**src/common/mlsr_pkg.sv**
```systemverilog
// Purpose: constants for the monitor limit and status register bank
// Assumes: command codes arrive already decoded from the two-wire link
// Notes: limit slots are indexed 0..7 in the order of the code table below
package mlsr_pkg;

  // command codes
  localparam logic [7:0] CMD_CLEAR_FAULTS = 8'h03;
  localparam logic [7:0] CMD_OUT_HIGH_V = 8'h42;
  localparam logic [7:0] CMD_OUT_LOW_V = 8'h43;
  localparam logic [7:0] CMD_OUT_CURRENT = 8'h4A;
  localparam logic [7:0] CMD_OVERHEAT_SHUT = 8'h4F;
  localparam logic [7:0] CMD_OVERHEAT_ALARM = 8'h51;
  localparam logic [7:0] CMD_IN_HIGH_V = 8'h57;
  localparam logic [7:0] CMD_IN_LOW_V = 8'h58;
  localparam logic [7:0] CMD_IN_POWER = 8'h6B;
  localparam logic [7:0] CMD_SUMMARY_STATUS = 8'h78;

  // limit slot indices, also warning flag bit positions
  localparam int LIM_COUNT = 8;
  localparam logic [2:0] IDX_OUT_HIGH_V = 3'h0;
  localparam logic [2:0] IDX_OUT_LOW_V = 3'h1;
  localparam logic [2:0] IDX_OUT_CURRENT = 3'h2;
  localparam logic [2:0] IDX_OVERHEAT_SHUT = 3'h3;
  localparam logic [2:0] IDX_OVERHEAT_ALARM = 3'h4;
  localparam logic [2:0] IDX_IN_HIGH_V = 3'h5;
  localparam logic [2:0] IDX_IN_LOW_V = 3'h6;
  localparam logic [2:0] IDX_IN_POWER = 3'h7;

  // reset values and writable masks
  localparam logic [15:0] RST_HIGH_LIMIT = 16'h0FFF;
  localparam logic [15:0] RST_LOW_LIMIT = 16'h0000;
  localparam logic [15:0] RST_POWER_LIMIT = 16'h7FFF;
  localparam logic [15:0] MASK_12BIT = 16'h0FFF;
  localparam logic [15:0] MASK_15BIT = 16'h7FFF;

  // summary status byte layout
  localparam logic [7:0] RST_SUMMARY = 8'h00;
  localparam int BIT_GATE_OFF = 6;
  localparam int BIT_OC_TRIP = 4;

  // request kinds on the command port
  typedef enum logic [1:0] {
    MLSR_REQ_NONE = 2'h0,
    MLSR_REQ_READ = 2'h1,
    MLSR_REQ_WRITE = 2'h3,
    MLSR_REQ_SEND = 2'h2
  } mlsr_req_t;

endpackage

```
**src/hw/mlsr_regs.sv**
```systemverilog
// Purpose: threshold registers, warning latches and summary status byte
// Assumes: one request per cycle at most; measurements share the clock
// Notes: gate and trip levels come from analog logic and are synchronised
// Function
// - output overvoltage limit, 12 bits, resets 0xFFF
// - output undervoltage limit, 12 bits, resets 0x000
// - output overcurrent limit, 12 bits, resets 0xFFF
// - overtemperature shutdown limit, 12 bits, resets 0xFFF
// - separate overtemperature alarm limit, resets 0xFFF
// - input overvoltage limit, 12 bits, resets 0xFFF
// - input undervoltage limit, 12 bits, resets 0x000
// - input power limit, 15 bits, resets 0x7FFF
// - upper four bits of 12-bit limits read zero
// - status byte resets zero, low byte of word
// - status bit one means condition occurred
// - bit 6 live gate-off flag, read only
// - gate-off flag follows only the synchronised gate drive off level
// - bit 4 latched overcurrent trip until cleared
// - clear-faults clears flags except still-active ones
// - turn-on clears flags no longer active
`timescale 1ns/100ps
module mlsr_regs import mlsr_pkg::*; (
  // clock and reset
  input wire logic clk,
  input wire logic rst_b,
  // command port
  input wire mlsr_req_t req_kind,
  input wire logic [7:0] req_code,
  input wire logic [15:0] req_wdata,
  output logic rsp_valid,
  output logic rsp_error,
  output logic [15:0] rsp_rdata,
  // turn-on request from the operation control
  input wire logic output_on_pulse,
  // measurements from the converter sequencer
  input wire logic meas_valid,
  input wire logic [11:0] output_sense_meas,
  input wire logic [11:0] supply_sense_meas,
  input wire logic [11:0] current_meas,
  input wire logic [11:0] temp_meas,
  input wire logic [14:0] power_meas,
  // analog levels, asynchronous
  input wire logic gate_drive_off_in,
  input wire logic overcurrent_trip_in,
  // status out
  output logic [7:0] summary_status_low,
  output logic [7:0] warn_flags
);

  logic [15:0] lim_reg [LIM_COUNT];
  logic [15:0] lim_next [LIM_COUNT];
  logic [7:0] warn_reg, warn_next;
  logic [7:0] active_reg, active_next;
  logic [7:0] status_reg, status_next;
  logic rsp_valid_reg, rsp_valid_next;
  logic rsp_error_reg, rsp_error_next;
  logic [15:0] rsp_rdata_reg, rsp_rdata_next;
  logic gate_s1_reg, gate_s2_reg, trip_s1_reg, trip_s2_reg;
  logic hit;
  logic [2:0] idx;
  logic clear_cmd, clear_any;
  logic [7:0] over;

  function automatic logic [15:0] lim_reset(input logic [2:0] i);
    case (i)
      IDX_OUT_LOW_V, IDX_IN_LOW_V: lim_reset = RST_LOW_LIMIT;
      IDX_IN_POWER: lim_reset = RST_POWER_LIMIT;
      default: lim_reset = RST_HIGH_LIMIT;
    endcase
  endfunction

  // code decode into a limit slot
  always_comb begin
    hit = 1'b1;
    idx = IDX_OUT_HIGH_V;
    case (req_code)
      CMD_OUT_HIGH_V: idx = IDX_OUT_HIGH_V;
      CMD_OUT_LOW_V: idx = IDX_OUT_LOW_V;
      CMD_OUT_CURRENT: idx = IDX_OUT_CURRENT;
      CMD_OVERHEAT_SHUT: idx = IDX_OVERHEAT_SHUT;
      CMD_OVERHEAT_ALARM: idx = IDX_OVERHEAT_ALARM;
      CMD_IN_HIGH_V: idx = IDX_IN_HIGH_V;
      CMD_IN_LOW_V: idx = IDX_IN_LOW_V;
      CMD_IN_POWER: idx = IDX_IN_POWER;
      default: hit = 1'b0;
    endcase
  end

  // two-stage synchronisers for the analog levels
  always_ff @(posedge clk) begin
    if (!rst_b) begin
      gate_s1_reg <= 1'b0;
      gate_s2_reg <= 1'b0;
      trip_s1_reg <= 1'b0;
      trip_s2_reg <= 1'b0;
    end else begin
      gate_s1_reg <= gate_drive_off_in;
      gate_s2_reg <= gate_s1_reg;
      trip_s1_reg <= overcurrent_trip_in;
      trip_s2_reg <= trip_s1_reg;
    end
  end

  // limit storage
  always_comb begin
    for (int i = 0; i < LIM_COUNT; i++) begin
      lim_next[i] = lim_reg[i];
    end
    if (req_kind == MLSR_REQ_WRITE && hit) begin
      if (idx == IDX_IN_POWER) begin
        lim_next[idx] = req_wdata & MASK_15BIT;
      end else begin
        lim_next[idx] = req_wdata & MASK_12BIT;
      end
    end
  end

  always_ff @(posedge clk) begin
    for (int i = 0; i < LIM_COUNT; i++) begin
      if (!rst_b) begin
        lim_reg[i] <= lim_reset(3'(i));
      end else begin
        lim_reg[i] <= lim_next[i];
      end
    end
  end

  // comparisons against the stored thresholds
  always_comb begin
    over[IDX_OUT_HIGH_V] = output_sense_meas > lim_reg[IDX_OUT_HIGH_V][11:0];
    over[IDX_OUT_LOW_V] = output_sense_meas < lim_reg[IDX_OUT_LOW_V][11:0];
    over[IDX_OUT_CURRENT] = current_meas > lim_reg[IDX_OUT_CURRENT][11:0];
    over[IDX_OVERHEAT_SHUT] = temp_meas > lim_reg[IDX_OVERHEAT_SHUT][11:0];
    over[IDX_OVERHEAT_ALARM] = temp_meas > lim_reg[IDX_OVERHEAT_ALARM][11:0];
    over[IDX_IN_HIGH_V] = supply_sense_meas > lim_reg[IDX_IN_HIGH_V][11:0];
    over[IDX_IN_LOW_V] = supply_sense_meas < lim_reg[IDX_IN_LOW_V][11:0];
    over[IDX_IN_POWER] = power_meas > lim_reg[IDX_IN_POWER][14:0];
  end

  assign clear_cmd = (req_kind == MLSR_REQ_SEND) && (req_code == CMD_CLEAR_FAULTS);
  assign clear_any = clear_cmd || output_on_pulse;

  // warning latches: a fresh crossing wins over a clear in the same cycle
  always_comb begin
    active_next = meas_valid ? over : active_reg;
    warn_next = warn_reg;
    if (clear_any) begin
      warn_next = warn_reg & active_reg;
    end
    if (meas_valid) begin
      warn_next = warn_next | over;
    end
  end

  always_ff @(posedge clk) begin
    if (!rst_b) begin
      active_reg <= 8'h00;
      warn_reg <= 8'h00;
    end else begin
      active_reg <= active_next;
      warn_reg <= warn_next;
    end
  end

  // summary status byte
  always_comb begin
    status_next = RST_SUMMARY;
    status_next[BIT_GATE_OFF] = gate_s2_reg;
    // trip level still present keeps the bit set across any clear
    status_next[BIT_OC_TRIP] = trip_s2_reg |
      (status_reg[BIT_OC_TRIP] & ~clear_any);
  end

  always_ff @(posedge clk) begin
    if (!rst_b) begin
      status_reg <= RST_SUMMARY;
    end else begin
      status_reg <= status_next;
    end
  end

  // command answers, one cycle after the request
  always_comb begin
    rsp_valid_next = req_kind != MLSR_REQ_NONE;
    rsp_error_next = 1'b0;
    rsp_rdata_next = 16'h0000;
    case (req_kind)
      MLSR_REQ_READ: begin
        if (hit) begin
          rsp_rdata_next = lim_reg[idx];
        end else if (req_code == CMD_SUMMARY_STATUS) begin
          rsp_rdata_next = {8'h00, status_reg};
        end else begin
          rsp_error_next = 1'b1;
        end
      end
      MLSR_REQ_WRITE: rsp_error_next = !hit;
      MLSR_REQ_SEND: rsp_error_next = !clear_cmd;
      default: rsp_error_next = 1'b0;
    endcase
  end

  always_ff @(posedge clk) begin
    if (!rst_b) begin
      rsp_valid_reg <= 1'b0;
      rsp_error_reg <= 1'b0;
      rsp_rdata_reg <= 16'h0000;
    end else begin
      rsp_valid_reg <= rsp_valid_next;
      rsp_error_reg <= rsp_error_next;
      rsp_rdata_reg <= rsp_rdata_next;
    end
  end

  assign rsp_valid = rsp_valid_reg;
  assign rsp_error = rsp_error_reg;
  assign rsp_rdata = rsp_rdata_reg;
  assign summary_status_low = status_reg;
  assign warn_flags = warn_reg;
endmodule // mlsr_regs

```
**config.mk**
```make
export PLATFORM = sky130hd
export DESIGN_NAME = mlsr_regs
export DESIGN_NICKNAME = d
export VERILOG_FILES = /design/src/common/mlsr_pkg.sv /design/src/hw/mlsr_regs.sv
export SDC_FILE = /design/constraint.sdc
export NUM_CORES = 1
export LEC_CHECK = 0
export ABC_AREA = 1
export BUFFER_PORTS_ARGS = -buffer_cell sky130_fd_sc_hd__clkbuf_2
export CORE_MARGIN = 10
export CORE_UTILIZATION = 65
export CTS_BUF_LIST = sky130_fd_sc_hd__clkbuf_4
export DETAILED_ROUTE_END_ITERATION = 7
export PLACE_DENSITY = 0.89
export RECOVER_POWER = 100
export SLEW_MARGIN = 30
export SYNTH_ARGS = -nofsm -noshare
export SYNTH_HDL_FRONTEND = slang
export SYNTH_SLANG_ARGS = --single-unit
```
**constraint.sdc**
```tcl
create_clock -name clk -period 3.05 [get_ports clk]
set_input_delay 0.4575 -clock clk [delete_from_list [all_inputs] [get_ports clk]]
set_output_delay 0.4575 -clock clk [all_outputs]
set_load 0.02 [all_outputs]
```
==> impl_metrics.yaml <==
outcome:
  status: "finished, violations left"
  violations: "max-capacitance violations, max-slew violations"
power:
  total_power_mw: 3.70
  clockPowerShare: 0.336
  power.internal_mw: 2.69
  total_leakage_power_nw: 5.36
  p_sw_mw: 1.00
  power_frac_comb: 0.098
  power.density_mw_per_mm2: 371
  max-vdd-ir-drop_v: 0.000207
  p_seq_frac: 0.566
  switching_share: 0.271
synth:
  synth_cells: 1309
  synth_most_common_cell: "nand2_1"
  synth_flop_cell: "dfxtp_1"
  ys.warnings.count: 0
  synthTopCellsByCount: "nand2_1 (349), nand3_1 (166), dfxtp_1 (159)"
  yosysSeqAreaShare: 0.348
  ys_types: 32
  post-synth-top-area-fraction: 0.348
  synth-seq-cells: 159
  synth.area.top_cells: "dfxtp_1 (35%), nand2_1 (14%), ha_1 (13%)"
  async_reset_ff_frac: 0
  syn_area_mm2: 0.00915
  avgSynthCellArea_um2: 6.99
  yosys.area.top_type: "dfxtp_1"
  synth-edff-count: 0
clocking:
  cts_inserted_buffers: 17
  post-cts-setup-buffer-count: 0
  htree_levels: 4
  cts_tree: "done"
  cts_sinks: 159
  clk_latency_ps: 600
  root_buffer: "clkbuf_4"
  path_clk_slew_ps: 130
  ctsHoldBuffers: 0
  ctsResizeCount: 0
  cts_max_path_buffers: 2
timing:
  setup_tns_ps: 0
  rsz0062_at_grt: "false"
  timing_worst_slew_pin_value_ps: 1680
  period_share: 0.818
  relSlewSlack: -0.120
  finalClockSkew_ps: 25.8
  hold_slack_ps: 35.6
  post-route-min-period_ps: 2500
  hold_violations: 0
  fmax_ghz: 0.401
  setup_violations: 0
  drv_slew: 81
  setup_ws_ps: 554
placement:
  gp_congestion: 0.972
  portBuffers: 120
  dp.cells: 1558
  hpwl_mm: 20.6
  placed_area_mm2: 0.00977
  dp_slack_ps: 407
drt:
  remaining_drc_errors: 0
  via_per_inst: 5.80
  wl_per_cell_um: 17.4
  vias: 9221
  wl_mm: 27.6
  ant_nets: 0
  drt-initial-drc-count: 1196
  dr.pass1.iters: 6
layout:
  drive_gt1_frac: 0.110
  finalInstanceArea_mm2: 0.00995
  nFillCells: 1150
  largest_reg_flops: 120
  fin_cells: 1590
  seqCellArea_mm2: 0.00318
  nets: 1589
  layout-area-overhead-vs-synth_pct: 8.76
  fin_util: 0.720
  multi_input_area_mm2: 0.00496
die:
  die_h_um: 139
  io_pins: 129
  rows: 43
  coreArea_mm2: 0.0138
  die_area_mm2: 0.0192
  start_util: 0.662
  die_x_um: 139
worst_setup_path:
  path_max_fanout: 44
  crit_arrival_ps: 3010
  reg2reg_from: "lim_reg[7][10]"
  worstPathRequired_ps: 3560
  end_kind: "register"
  criticalPathCategory: "input port to register"
  crit_start: "req_code[1]"
  cp-start-kind: "input port"
global_routing:
  antenna_found_initial: 0
  track_usage: 0.275
  first_global_vias: 8693
  grt_first_pass_wirelength_mm: 43.2
  grt_overflow: 0
  grt_max_degree: 81
worst_hold_path:
  hold_start: "overcurrent_trip_in"
  hp-class: "input port to register"
run:
  max_cap_viol_count: 1
layer usage:
| metal | GRT usage | wire [µm] | part of all wire |
|---|---|---|---|
| met1 | 0.337 | 10800 | 0.39 |
| met2 | 0.436 | 12500 | 0.45 |
| met3 | 0.0668 | 3040 | 0.11 |
| met4 | 0.147 | 1240 | 0.045 |
| met5 | 0 | 0 | 0 |
worst paths after layout:
check	to	slack, ps	cells past startpoint
min	trip_s1_reg	40	3
max	lim_reg[4][8]	550	12
min reg2reg	gate_s2_reg	420	2
max reg2reg	warn_flags[7]	1230	8
critical path, stage by stage:
cell and delay, ps:
clkbuf_1 170, nand2_1 180, nor2_1 190, nand2_1 280
nand3_1 260, nor2_2 90, nor2_4 180, buf_12 240
nand2_1 390, inv_2 340, nand2_1 100, nand3_1 80
placed cells by master (no fill, tap or decap), types with 7 or more instances in the layout:
cell type  instances
nand2_1          355
nand3_1          168
dfxtp_1          159
inv_1            157
a21oi_1          105
ha_1              97
clkbuf_2          93
nor2_1            65
o21ai_0           37
clkbuf_1          29
o211ai_1          28
nor3_1            19
clkbuf_4          19
buf_4             10
nand4_1            9
conb_1             7
kinds of logic after synthesis:
kind of cell,count (synthesis),synth area share
AO/OA/AOI/OAI,185,0.113
adder cells (fa/ha/maj),97,0.133
buffers and inverters,234,0.108
flip-flops,159,0.348
other,1,0.000410
AND/OR/NAND/NOR,633,0.298
final cells by class:
type	count	share of cell area
clock buffer	19	0.0143
inverter	162	0.0611
multi-input combinational	922	0.498
timing repair buffer	135	0.0713
tap	180	0.0226
antenna	1	0.000251
sequential	159	0.320
clock inverter	12	0.0122
power groups by stage:
stage | sequential (mW) | clock [mW] | combinational, mW
final | 2.09 | 1.24 | 0.362
after global routing | 2.09 | 1.32 | 0.397
after CTS | 2.09 | 1.25 | 0.357
after detailed placement | 2.14 | 0 | 0.355
after global placement | 2.14 | 0 | 0.342
after floorplan | 2.14 | 0 | 0.202
Power figures use the tool's default switching activity.
